===== config.mk =====
export PLATFORM = sky130hd
export DESIGN_NAME = cdf_channel_cfg
export DESIGN_NICKNAME = d
export VERILOG_FILES = /design/src/pkg/cdf_pkg.sv /design/src/logic/cdf_channel_cfg.sv
export VERILOG_INCLUDE_DIRS = /design/src /design/src/pkg
export SDC_FILE = /design/constraint.sdc
export NUM_CORES = 1
export LEC_CHECK = 0
export ABC_AREA = 0
export ABC_CLOCK_PERIOD_IN_PS = 2900
export BUFFER_PORTS_ARGS = -buffer_cell sky130_fd_sc_hd__clkbuf_2
export CELL_PAD_IN_SITES_DETAIL_PLACEMENT = 1
export CELL_PAD_IN_SITES_GLOBAL_PLACEMENT = 2
export CORE_UTILIZATION = 34
export CTS_BUF_LIST = sky130_fd_sc_hd__clkbuf_4
export DETAILED_ROUTE_END_ITERATION = 10
export PLACE_DENSITY_LB_ADDON = 0.1
export SLEW_MARGIN = 20
export SYNTH_ARGS = -nofsm -noshare
export SYNTH_HDL_FRONTEND = slang
export SYNTH_SLANG_ARGS = --single-unit

===== constraint.sdc =====
create_clock -name clk_in -period 2.9 [get_ports clk_in]
set_input_delay 0.435 -clock clk_in [delete_from_list [all_inputs] [get_ports clk_in]]
set_output_delay 0.435 -clock clk_in [all_outputs]
set_load 0.02 [all_outputs]

===== src/pkg/cdf_consts.svh =====
// Register offsets, field positions, reset values and timing counts
// Assumes inclusion by bare name from the package and verification files
`ifndef CDF_CONSTS_SVH
`define CDF_CONSTS_SVH
// Channel address offsets
`define CDF_ADDR_RES_DEC      10'h090
`define CDF_ADDR_RES_INT      10'h091
`define CDF_ADDR_RES_SCALE    10'h092
`define CDF_ADDR_RSVD_A       10'h093
`define CDF_ADDR_C5_DEC       10'h094
`define CDF_ADDR_C5_SCALE     10'h095
`define CDF_ADDR_RSVD_B       10'h096
`define CDF_ADDR_CF_DEC       10'h0A0
`define CDF_ADDR_CF_PHASE     10'h0A1
`define CDF_ADDR_CF_TAPS      10'h0A2
`define CDF_ADDR_CF_OFFSET    10'h0A3
`define CDF_ADDR_CF_CTRL      10'h0A4
`define CDF_ADDR_SIG_I        10'h0A5
`define CDF_ADDR_SIG_Q        10'h0A6
`define CDF_ADDR_SIG_COUNT    10'h0A7
`define CDF_ADDR_MEM_TEST     10'h0A8
`define CDF_ADDR_SER_CTRL     10'h0A9
`define CDF_ADDR_COEF_TOP     10'h07F
// Field positions
`define CDF_SC_EXP_POL        11
`define CDF_SC_EXP_WT         10
`define CDF_CTL_BYPASS        10
`define CDF_CTL_SRC           9
`define CDF_CTL_COEFFICIENT_MEMORY_HI       8
`define CDF_CTL_SHARED_EXP    7
`define CDF_CTL_FORCE_SCALE   6
`define CDF_SER_MAP           9
`define CDF_MT_START          0
`define CDF_MT_COEFFICIENT_MEMORY_FAIL      1
`define CDF_MT_DMEM_FAIL      2
// Reset values
`define CDF_RST_ZERO          20'h00000
// Timing: memory test length in clocks
`define CDF_MEMTEST_CLKS      1600
`endif


===== src/pkg/cdf_pkg.sv =====
// Types shared by the channel decimation filter configuration logic
// Assumes cdf_consts.svh is on the include path
package cdf_pkg;
   `include "cdf_consts.svh"
   // Output formatting modes
   typedef enum logic [1:0] {
      CDF_FMT_FIXED,
      CDF_FMT_FLOAT8,
      CDF_FMT_FLOAT12
   } cdf_fmt_t;
   // Signature engine states
   typedef enum logic [1:0] {
      CDF_SIG_IDLE,
      CDF_SIG_RUN,
      CDF_SIG_DONE
   } cdf_sig_t;
endpackage : cdf_pkg


===== src/logic/cdf_channel_cfg.sv =====
// Per-channel decimation chain configuration, readback and self-test
// Assumes a host write/read strobe port already decoded to channel address
`timescale 1ns/1ps
module cdf_channel_cfg
   import cdf_pkg::*;
#(
   parameter logic [1:0] CHANNEL_ID = 2'h0   // Position of this channel
)(
   // Clock and reset
   input  wire logic         clk_in,
   input  wire logic         nrst_in,
   // Host register access
   input  wire logic         wr_en_in,
   input  wire logic         rd_en_in,
   input  wire logic [9:0]   addr_in,
   input  wire logic [19:0]  wdata_in,
   output logic      [19:0]  rdata_out,
   output logic              rvalid_out,
   // Channel state
   input  wire logic         sleep_in,
   input  wire logic         level_indicator_pin_in,
   input  wire logic         filter_start_in,
   // Comb outputs: own channel and partner channel
   input  wire logic [15:0]  comb_i_in,
   input  wire logic [15:0]  comb_q_in,
   input  wire logic         comb_valid_in,
   input  wire logic [15:0]  partner_i_in,
   input  wire logic [15:0]  partner_q_in,
   input  wire logic         partner_valid_in,
   // Formatted filter output
   input  wire logic [15:0]  filt_i_in,
   input  wire logic [15:0]  filt_q_in,
   input  wire logic         filt_valid_in,
   // Memory self-test results from the memories
   input  wire logic         coefficient_memory_fail_in,
   input  wire logic         dmem_fail_in,
   // Configuration out to the datapath
   output logic      [12:0]  resampler_decimation_factor_out,
   output logic      [9:0]   resampler_interpolation_factor_out,
   output logic              exp_invert_out,
   output logic              exp_step_double_out,
   output logic      [4:0]   resampler_scale_out,
   output logic      [8:0]   comb5_decimation_out,
   output logic      [4:0]   comb5_scale_out,
   output logic      [8:0]   coef_filter_decimation_out,
   output logic      [7:0]   coef_filter_phase_select_out,
   output logic      [8:0]   coef_filter_tap_count_out,
   output logic      [7:0]   coef_filter_offset_pointer_out,
   output logic              bypass_out,
   output logic              partner_src_out,
   output logic              coefficient_memory_we_out,
   output logic      [7:0]   coefficient_memory_waddr_out,
   output logic      [19:0]  coefficient_memory_wdata_out,
   output logic              shared_exp_out,
   output logic              force_scale_out,
   output logic      [1:0]   out_format_out,
   output logic      [3:0]   out_scale_out,
   output logic              process_en_out
);
   // Register storage
   logic [11:0] res_dec_reg;        // Resampler decimation minus one
   logic [8:0]  res_int_reg;        // Resampler interpolation minus one
   logic [11:0] res_scale_reg;      // Resampler scale and exponent control
   logic [7:0]  c5_dec_reg;         // Comb decimation minus one
   logic [4:0]  c5_scale_reg;       // Comb scale
   logic [7:0]  cf_dec_reg;         // Filter decimation minus one
   logic [7:0]  cf_phase_reg;       // Phase as written
   logic [7:0]  cf_taps_reg;        // Taps minus one
   logic [7:0]  cf_offset_reg;      // Offset shadow
   logic [10:0] cf_ctrl_reg;        // Filter control
   logic [9:0]  ser_ctrl_reg;       // Serial control, map bit only used here
   logic [15:0] sig_i_reg;          // I signature or mapped data
   logic [15:0] sig_q_reg;          // Q signature or mapped data
   logic [19:0] sig_count_reg;      // Outputs to observe
   logic [19:0] sig_left_reg;       // Outputs still to observe
   cdf_sig_t    sig_state_reg;      // Signature engine state
   logic        mt_busy_reg;        // Memory test running
   logic [10:0] mt_cnt_reg;         // Memory test clock count
   logic [2:0]  mt_stat_reg;        // Start, memory fail flags
   logic        wr_hit;             // Helper decode
   logic [15:0] src_i;              // Observed I sample
   logic [15:0] src_q;              // Observed Q sample
   logic        src_valid;          // Observed sample strobe
   logic [19:0] rd_next;            // Read mux result
   localparam logic [10:0] MT_LAST = 11'(`CDF_MEMTEST_CLKS - 1);
   assign wr_hit = wr_en_in;
   // Host-writable configuration, held until rewritten
   always_ff @(posedge clk_in)
   begin
      if (!nrst_in)
      begin
         res_dec_reg   <= 12'h000;
         res_int_reg   <= 9'h000;
         res_scale_reg <= 12'h000;
         c5_dec_reg    <= 8'h00;
         c5_scale_reg  <= 5'h00;
         cf_dec_reg    <= 8'h00;
         cf_phase_reg  <= 8'h00;
         cf_taps_reg   <= 8'h00;
         cf_offset_reg <= 8'h00;
         cf_ctrl_reg   <= 11'h000;
         ser_ctrl_reg  <= 10'h000;
      end
      else if (wr_hit)
      begin
         // Reserved offsets are not stored; host must write them low
         case (addr_in)
            `CDF_ADDR_RES_DEC:   res_dec_reg   <= wdata_in[11:0];
            `CDF_ADDR_RES_INT:   res_int_reg   <= wdata_in[8:0];
            `CDF_ADDR_RES_SCALE: res_scale_reg <= wdata_in[11:0];
            `CDF_ADDR_C5_DEC:    c5_dec_reg    <= wdata_in[7:0];
            `CDF_ADDR_C5_SCALE:  c5_scale_reg  <= wdata_in[4:0];
            `CDF_ADDR_CF_DEC:    cf_dec_reg    <= wdata_in[7:0];
            `CDF_ADDR_CF_PHASE:  cf_phase_reg  <= wdata_in[7:0];
            `CDF_ADDR_CF_TAPS:   cf_taps_reg   <= wdata_in[7:0];
            `CDF_ADDR_CF_OFFSET: cf_offset_reg <= wdata_in[7:0];
            `CDF_ADDR_CF_CTRL:   cf_ctrl_reg   <= wdata_in[10:0];
            `CDF_ADDR_SER_CTRL:  ser_ctrl_reg  <= wdata_in[9:0];
            default:             ;                              // Other offsets ignored
         endcase
      end
   end
   // Factors derived as written value plus one, registered
   always_ff @(posedge clk_in)
   begin
      if (!nrst_in)
      begin
         resampler_decimation_factor_out    <= 13'h0001;
         resampler_interpolation_factor_out <= 10'h001;
         comb5_decimation_out               <= 9'h001;
         coef_filter_decimation_out         <= 9'h001;
         coef_filter_tap_count_out          <= 9'h001;
      end
      else
      begin
         // Host guarantees decimation above interpolation; not checked here
         resampler_decimation_factor_out    <= {1'b0, res_dec_reg} + 13'h0001;
         resampler_interpolation_factor_out <= {1'b0, res_int_reg} + 10'h001;
         comb5_decimation_out               <= {1'b0, c5_dec_reg} + 9'h001;
         coef_filter_decimation_out         <= {1'b0, cf_dec_reg} + 9'h001;
         coef_filter_tap_count_out          <= {1'b0, cf_taps_reg} + 9'h001;
      end
   end
   // Resampler scale and exponent control, plus comb scale
   always_ff @(posedge clk_in)
   begin
      if (!nrst_in)
      begin
         exp_invert_out      <= 1'b0;
         exp_step_double_out <= 1'b0;
         resampler_scale_out <= 5'h00;
         comb5_scale_out     <= 5'h00;
      end
      else
      begin
         exp_invert_out      <= res_scale_reg[`CDF_SC_EXP_POL];
         exp_step_double_out <= res_scale_reg[`CDF_SC_EXP_WT];
         // Level pin active picks the heavier attenuation field
         if (level_indicator_pin_in)
            resampler_scale_out <= res_scale_reg[9:5];
         else
            resampler_scale_out <= res_scale_reg[4:0];
         comb5_scale_out     <= c5_scale_reg;
      end
   end
   // Phase and offset take effect only at a filter start
   always_ff @(posedge clk_in)
   begin
      if (!nrst_in)
      begin
         coef_filter_phase_select_out   <= 8'h00;
         coef_filter_offset_pointer_out <= 8'h00;
      end
      else if (filter_start_in)
      begin
         // Sync does not touch these, so the phase survives it
         coef_filter_phase_select_out   <= cf_phase_reg;
         coef_filter_offset_pointer_out <= cf_offset_reg;
      end
   end
   // Filter control fields out to the datapath
   always_ff @(posedge clk_in)
   begin
      if (!nrst_in)
      begin
         bypass_out      <= 1'b0;
         partner_src_out <= 1'b0;
         shared_exp_out  <= 1'b0;
         force_scale_out <= 1'b0;
         out_format_out  <= 2'h0;
         out_scale_out   <= 4'h0;
         process_en_out  <= 1'b0;
      end
      else
      begin
         bypass_out      <= cf_ctrl_reg[`CDF_CTL_BYPASS];
         partner_src_out <= cf_ctrl_reg[`CDF_CTL_SRC];
         shared_exp_out  <= cf_ctrl_reg[`CDF_CTL_SHARED_EXP];
         force_scale_out <= cf_ctrl_reg[`CDF_CTL_FORCE_SCALE];
         out_format_out  <= cf_ctrl_reg[5:4];
         // Scale forwarded always; datapath uses it when fixed or forced
         out_scale_out   <= cf_ctrl_reg[3:0];
         process_en_out  <= !sleep_in;
      end
   end
   // Coefficient writes through the low channel window
   always_ff @(posedge clk_in)
   begin
      if (!nrst_in)
      begin
         coefficient_memory_we_out    <= 1'b0;
         coefficient_memory_waddr_out <= 8'h00;
         coefficient_memory_wdata_out <= 20'h00000;
      end
      else
      begin
         coefficient_memory_we_out    <= wr_hit && (addr_in <= `CDF_ADDR_COEF_TOP);
         // Bit 8 only extends the write address, never the filtering
         coefficient_memory_waddr_out <= {cf_ctrl_reg[`CDF_CTL_COEFFICIENT_MEMORY_HI], addr_in[6:0]};
         coefficient_memory_wdata_out <= wdata_in;
      end
   end
   // Signature source: comb output when bypassed, else formatted output
   always_comb
   begin
      if (cf_ctrl_reg[`CDF_CTL_BYPASS])
      begin
         // Partner comb feeds in place of own when source bit set
         if (cf_ctrl_reg[`CDF_CTL_SRC])
         begin
            src_i     = partner_i_in;
            src_q     = partner_q_in;
            src_valid = partner_valid_in;
         end
         else
         begin
            src_i     = comb_i_in;
            src_q     = comb_q_in;
            src_valid = comb_valid_in;
         end
      end
      else
      begin
         src_i     = filt_i_in;
         src_q     = filt_q_in;
         src_valid = filt_valid_in;
      end
   end
   // Signature engine and output mapping
   always_ff @(posedge clk_in)
   begin
      if (!nrst_in)
      begin
         sig_i_reg     <= 16'h0000;
         sig_q_reg     <= 16'h0000;
         sig_count_reg <= `CDF_RST_ZERO;
         sig_left_reg  <= `CDF_RST_ZERO;
         sig_state_reg <= CDF_SIG_IDLE;
      end
      else if (ser_ctrl_reg[`CDF_SER_MAP])
      begin
         // Mapped mode: latest output sample readable by host
         sig_state_reg <= CDF_SIG_IDLE;
         if (wr_hit && addr_in == `CDF_ADDR_SIG_COUNT)
            sig_count_reg <= wdata_in;
         if (src_valid)
         begin
            sig_i_reg <= src_i;
            sig_q_reg <= src_q;
         end
      end
      else if (wr_hit && addr_in == `CDF_ADDR_SIG_COUNT)
      begin
         // Loading the count clears and starts the engine
         sig_count_reg <= wdata_in;
         sig_left_reg  <= wdata_in;
         sig_i_reg     <= 16'h0000;
         sig_q_reg     <= 16'h0000;
         sig_state_reg <= (wdata_in == 20'h00000) ? CDF_SIG_DONE : CDF_SIG_RUN;
      end
      else
      begin
         case (sig_state_reg)
            CDF_SIG_RUN:
            begin
               if (src_valid)
               begin
                  // Shift-and-fold signature, one output per step
                  sig_i_reg    <= {sig_i_reg[14:0], sig_i_reg[15] ^ sig_i_reg[4]} ^ src_i;
                  sig_q_reg    <= {sig_q_reg[14:0], sig_q_reg[15] ^ sig_q_reg[4]} ^ src_q;
                  sig_left_reg <= sig_left_reg - 20'h00001;
                  if (sig_left_reg == 20'h00001)
                     sig_state_reg <= CDF_SIG_DONE;
               end
            end
            CDF_SIG_DONE: sig_state_reg <= CDF_SIG_DONE;          // Hold result
            CDF_SIG_IDLE: sig_state_reg <= CDF_SIG_IDLE;
            default:      sig_state_reg <= CDF_SIG_IDLE;
         endcase
      end
   end
   // Memory self-test: starts only while asleep, results after fixed time
   always_ff @(posedge clk_in)
   begin
      if (!nrst_in)
      begin
         mt_busy_reg <= 1'b0;
         mt_cnt_reg  <= 11'h000;
         mt_stat_reg <= 3'h0;
      end
      else if (wr_hit && addr_in == `CDF_ADDR_MEM_TEST)
      begin
         // Start only honoured with the channel asleep
         mt_busy_reg <= wdata_in[`CDF_MT_START] && sleep_in;
         mt_cnt_reg  <= 11'h000;
         mt_stat_reg <= {mt_busy_reg & dmem_fail_in, mt_busy_reg & coefficient_memory_fail_in,
                         wdata_in[`CDF_MT_START]};
      end
      else if (mt_busy_reg)
      begin
         // Fail flags are sticky across the run
         mt_stat_reg[`CDF_MT_COEFFICIENT_MEMORY_FAIL] <= mt_stat_reg[`CDF_MT_COEFFICIENT_MEMORY_FAIL] | coefficient_memory_fail_in;
         mt_stat_reg[`CDF_MT_DMEM_FAIL] <= mt_stat_reg[`CDF_MT_DMEM_FAIL] | dmem_fail_in;
         if (mt_cnt_reg == MT_LAST)
         begin
            mt_busy_reg <= 1'b0;
            mt_stat_reg[`CDF_MT_START] <= 1'b0;
         end
         else
            mt_cnt_reg <= mt_cnt_reg + 11'h001;
      end
   end

   // Read mux
   always_comb
   begin
      case (addr_in)
         `CDF_ADDR_RES_DEC:   rd_next = {8'h00, res_dec_reg};
         `CDF_ADDR_RES_INT:   rd_next = {11'h000, res_int_reg};
         `CDF_ADDR_RES_SCALE: rd_next = {8'h00, res_scale_reg};
         `CDF_ADDR_C5_DEC:    rd_next = {12'h000, c5_dec_reg};
         `CDF_ADDR_C5_SCALE:  rd_next = {15'h0000, c5_scale_reg};
         `CDF_ADDR_CF_DEC:    rd_next = {12'h000, cf_dec_reg};
         `CDF_ADDR_CF_PHASE:  rd_next = {12'h000, cf_phase_reg};
         `CDF_ADDR_CF_TAPS:   rd_next = {12'h000, cf_taps_reg};
         `CDF_ADDR_CF_OFFSET: rd_next = {12'h000, cf_offset_reg};
         `CDF_ADDR_CF_CTRL:   rd_next = {9'h000, cf_ctrl_reg};
         `CDF_ADDR_SIG_I:     rd_next = {4'h0, sig_i_reg};
         `CDF_ADDR_SIG_Q:     rd_next = {4'h0, sig_q_reg};
         `CDF_ADDR_SIG_COUNT: rd_next = sig_count_reg;
         `CDF_ADDR_MEM_TEST:  rd_next = {17'h00000, mt_stat_reg};
         `CDF_ADDR_SER_CTRL:  rd_next = {10'h000, ser_ctrl_reg};
         default:             rd_next = 20'h00000;   // Unmapped and reserved read zero
      endcase
   end

   // Registered read data
   always_ff @(posedge clk_in)
   begin
      if (!nrst_in)
      begin
         rdata_out  <= 20'h00000;
         rvalid_out <= 1'b0;
      end
      else
      begin
         rvalid_out <= rd_en_in;
         if (rd_en_in)
            rdata_out <= rd_next;
      end
   end
endmodule : cdf_channel_cfg


After elaboration in Yosys (flattened, before gate mapping)
Cells that the tools add are included.
{ "totals": {"out_inout_bits": 139, "word_cells": 145, "ff_bits": 327, "input_bits": 138} }
{ "op_classes": {"n_eq_ne": 22, "n_bitwise": 11, "magnitude_cmp": 1, "n_reduce_logical": 29, "add_sub_neg": 7, "n_mux": 32} }
{ "op_table": {"columns": ["cell", "n"], "rows": [
  ["case mux 20 bit (15 select lines)", 1],
  ["2-to-1 mux 16 bit", 14],
  ["equality test 10 x 8 -> 1 bit, second input constant", 15],
  ["2-to-1 mux 20 bit", 3],
  ["XOR 16 bit", 2],
  ["AND reduction 2 bit", 14],
  ["adder 8 x 1 -> 9 bit, second input constant", 3],
  ["equality test 20 x 1 -> 1 bit, second input constant", 1],
  ["logical NOT 20 bit", 1],
  ["subtractor 20 x 1 -> 20 bit, second input constant", 1],
  ["adder 12 x 1 -> 13 bit, second input constant", 1],
  ["adder 11 x 1 -> 11 bit, second input constant", 1],
  ["equality test 11 bit, second input constant", 1],
  ["adder 9 x 1 -> 10 bit, second input constant", 1],
  ["less-or-equal comparator 10 x 7 -> 1 bit, second input constant", 1],
  ["2-to-1 mux 2 bit", 4],
  ["nonzero test 2 bit", 4],
  ["2-to-1 mux 1 bit", 6],
  ["2-to-1 mux 3 bit", 2],
  ["!= test 3 bit, second input constant", 2],
  ["AND reduction 3 bit", 2],
  ["2-to-1 mux 5 bit", 1],
  ["logical AND 1 bit", 4],
  ["case mux 2 bit (2 select lines)", 1],
  ["10 further kinds", 16]
]} }

Depth between registers and ports, before layout
{ "logic_depth": {"ltp_word": 7, "mapped_depth": 8, "mapped_depth_nobuf": 7} }

Worst setup path before layout
No wires, ideal clock.
{ "synth_timing": {"path_type": "in2reg", "startpoint": "input addr_in[6]", "endpoint": "register sig_state_reg[1]", "n_path_buf": 1, "setup_time_ns": 0.115, "required_time_ns": 2.785, "setup_slack_ns": 0.433, "arrival_time_ns": 2.353, "cell_stages": 5, "path_cell_list": "or4b_1 -> clkbuf_1 -> nor3_1 -> mux2_2 -> a2111oi_0"} }
{ "synth_via": {"elab_chain_len": 4, "word_cells_on_any_way": 6} }
{ "synth_lines": {"columns": ["item", "line", "source"], "rows": [
  ["start: declaration", "cdf_channel_cfg.sv:15", "input wire logic [9:0] addr_in,"],
  ["equality test 10 x 8 -> 1 bit *", null, null],
  ["logical AND 1 bit (no source line) *", null, null],
  ["!= test 3 bit (no source line)", null, null],
  ["AND reduction 2 bit (no source line)", null, null],
  ["end signal: assignment", "cdf_channel_cfg.sv:279", "sig_state_reg <= (wdata_in == 20'h00000) ? CDF_SIG_DONE : CDF_SIG_RUN;"],
  ["end: declaration", "cdf_channel_cfg.sv:76", "cdf_sig_t sig_state_reg;"]
]} }
Mark *: on every way between the ends. The rest lies on a longest branch, timed or not.
A chain may end at the register's enable or synchronous reset.

Final worst setup path
{ "layout_timing": {"startpoint": "register sig_left_reg[2]", "endpoint": "register sig_left_reg[17]"} }
{ "layout_via": {"elab_chain_len": 4} }
{ "layout_lines": {"columns": ["item", "line", "source"], "rows": [
  ["start: declaration", "cdf_channel_cfg.sv:75", "logic [19:0] sig_left_reg;"],
  ["start signal: assignment", "cdf_channel_cfg.sv:257", "sig_left_reg <= `CDF_RST_ZERO;"],
  ["start signal: assignment", "cdf_channel_cfg.sv:276", "sig_left_reg <= wdata_in;"],
  ["start signal: assignment", "cdf_channel_cfg.sv:291", "sig_left_reg <= sig_left_reg - 20'h00001;"],
  ["subtractor 20 x 1 -> 20 bit", "cdf_channel_cfg.sv:291", null],
  ["2-to-1 mux 20 bit", "cdf_channel_cfg.sv:286", "if (src_valid)"],
  ["2-to-1 mux 20 bit", "cdf_channel_cfg.sv:283", "case (sig_state_reg)"],
  ["2-to-1 mux 20 bit", "cdf_channel_cfg.sv:272", "else if (wr_hit && addr_in == `CDF_ADDR_SIG_COUNT)"]
]} }
Every way passes these cells. The select of a mux whose other input is x is not followed.

==> out/results.ini <==
[outcome]
outcome=completed

[synthesis]
synth_warnings=0
synthCells=1708
synth-simple-area-share=0.228
yosysUniqueCellTypes=67
synth_top_flop_cell=dfxtp_1
synth.most_common_cell=dfxtp_1
synth_area_leaders=dfxtp_1 (45%), nand2_1 (6.9%), a21oi_1 (6.1%)
synth_xor_area_frac=0.0450
synth_common_cells=dfxtp_1 (327), nand2_1 (265), a21oi_1 (177), nor2_1 (177), clkbuf_1 (95)
synth-edff-count=0
yosysTopAreaCell=dfxtp_1
syn-num-nets=1855
avgSynthCellArea_um2=8.43
synth_compound_area_frac=0.158
synth_area_um2=14400
synthMuxAreaShare=0.0693
yosysSeqAreaShare=0.454
synth_top_family_by_area=simple AND/OR/NAND/NOR gates
synthArstFlopShare=0
synth_fa_ha_area_frac=0.00782
synth-seq-cells=327
yosysTopAreaCellShare=0.454

[worst_hold_path]
holdPathEnd=sig_count_reg[7]
whs_path_depth=3
hp-start=nrst_in
worst_hold_path_type=input port to flop

[worst_setup_path]
rr_worst_depth=5
path_cells=or4_1 -> or4_1 -> or4_1 -> o32a_1 -> a31oi_1
cp.arrival_ps=3380
r2r_end=sig_left_reg[17]
end_kind=flop
cp_common_cell=or4_1
cpLargestDelayFamily=simple AND/OR/NAND/NOR gates
critPathKind=flop to flop
reg2reg_from=sig_left_reg[2]
r2r_slack_ps=240
crit_path_max_incr_delay_ps=720
cp_max_fo=9
worstPathRequired_ps=3620
slowest_stage=or4_1
worst-path-buf-inv=0
start_kind=flop

[floorplan]
io_pins=277
fp-row-count=75
start_util=0.344
dieArea_um2=43200
die_height_um=208
die_width_um=208
core_um2=41900

[timing]
max_freq_ghz=0.375
hold_slack_ps=73.2
fin_crit_sh=0.919
rsz0062_at_grt=false
slew_viol_final=0
skew_ps=55.1
final.setup.tns_ps=0
layout_min_cycle_time_ps=2660
max_slew_margin=0.307
worstMarginPinSlew_ps=1030
setup_violations=0
hold_viol=0

[route]
wl_per_cell_um=21.2
ant_nets=0
vias=13958
dr.pass1.iters=5
wl_met3_mm=3.07
wl_met1_mm=25.2
drc_errors=0
wirelength_mm=56.0
vias_per_cell=5.28
highest_layer=met5
met2_length_mm=26.3
drtIter0Drc=745

[clocking]
clkLatencyLatePin_ps=800
cts-buffers-inserted=91
max-clock-path-buffers=3
clock-sinks=327
cts_hold_buf=19
root_buffer=clkbuf_4
cts_htree_levels=3
cts_setup_buffers=0
clk_pin_slew_ps=70
cts_tree=yes
postCtsResizedCells=0

[global_routing]
grt_pass1_vias=14230
grt_max_degree=83
grt_use_total=0.258
antenna_found_initial=2
grt_overflow_total=0
grt_pass1_wl_mm=86.1

[finish]
layout.nets=2187
area_delta_synth_final_pct=24.3
fill_cells=5084
multi_input_area_um2=7330
ff_latch_area_um2=6550
drive_above_1_share=0.252
stdcell_area_um2=17900

[power_and_ir_drop]
peakVddDrop_uv=186
leakagePower_nw=7.24
p_per_area_nw_per_um2=524
total_power_mw=9.39

[place]
dpl.hpwl_mm=40.1
dpl_cell_area_um2=16600
gp_congestion=0.869
port_buffers=276

[run]
cap_viol_max_count=0

## final cells by class
class / count / area share
flip-flops and latches: 327 / 0.366
clock inverters: 16 / 0.00510
clock buffers: 141 / 0.0591
inverters: 23 / 0.00496
repair buffers: 361 / 0.118
diodes: 1 / 0.000140
multi-input cells: 1236 / 0.409
well taps: 539 / 0.0377
## worst max path at each step
stage | from | endpoint | depth (start not counted)
floorplan | addr_in[6] | sig_state_reg[1] | 5
global placement | addr_in[6] | rdata_out[18] | 8
detailed placement | addr_in[6] | rdata_out[11] | 5
CTS | sig_left_reg[2] | sig_left_reg[17] | 5
global route | sig_left_reg[2] | sig_left_reg[17] | 5
finish | sig_left_reg[2] | sig_left_reg[17] | 5
## worst min-delay path: cells and delay by family
family | cells | cell delay, ps
AO/OA/AOI/OAI | 1 | 140
buffers and inverters | 2 | 250
## through the flow
step,util,worst slack [ps],cells
floorplan,-,433,1708
detailed placement,0.396,200,2467
global route,0.428,142,2644
global placement,0.396,166,2467
CTS,0.428,279,2643
finish,0.428,236,2644
## placed cells by master, fill, tap and decap left out, types with 20 or more instances in the layout
cell	netlist	final
o21ai_0	31	31
mux2i_1	75	75
xnor2_1	48	48
nor2b_1	36	36
and3_1	20	20
dfxtp_1	327	325
xor2_1	26	26
nor2_1	177	177
inv_1	23	22
buf_4	0	62
and2_1	41	41
clkbuf_4	0	141
a21oi_1	177	177
nand2_1	265	265
nand3_1	50	50
clkbuf_2	1	276
a211oi_1	37	37
## report_power, final
part	leakage, nW	switching [mW]	internal (mW)	total (mW)
Clock	0.693	2.00	2.28	4.28
Combinational	3.91	0.378	0.206	0.584
Sequential	2.64	0.00834	4.51	4.52
## cell families after synthesis
group | Yosys count
xor+xnor | 74
compound gates | 362
fa+ha+maj | 9
flops | 327
simple gates | 698
mux | 93
buf+inv | 145
## per-layer routing
layer  up-vias  GRT usage
li1       6675          -
met1      6771      0.334
met2       422      0.426
met5         -          0
met4         2     0.0927
met3        88     0.0528
No activity file was read; power rests on OpenSTA's default activity.
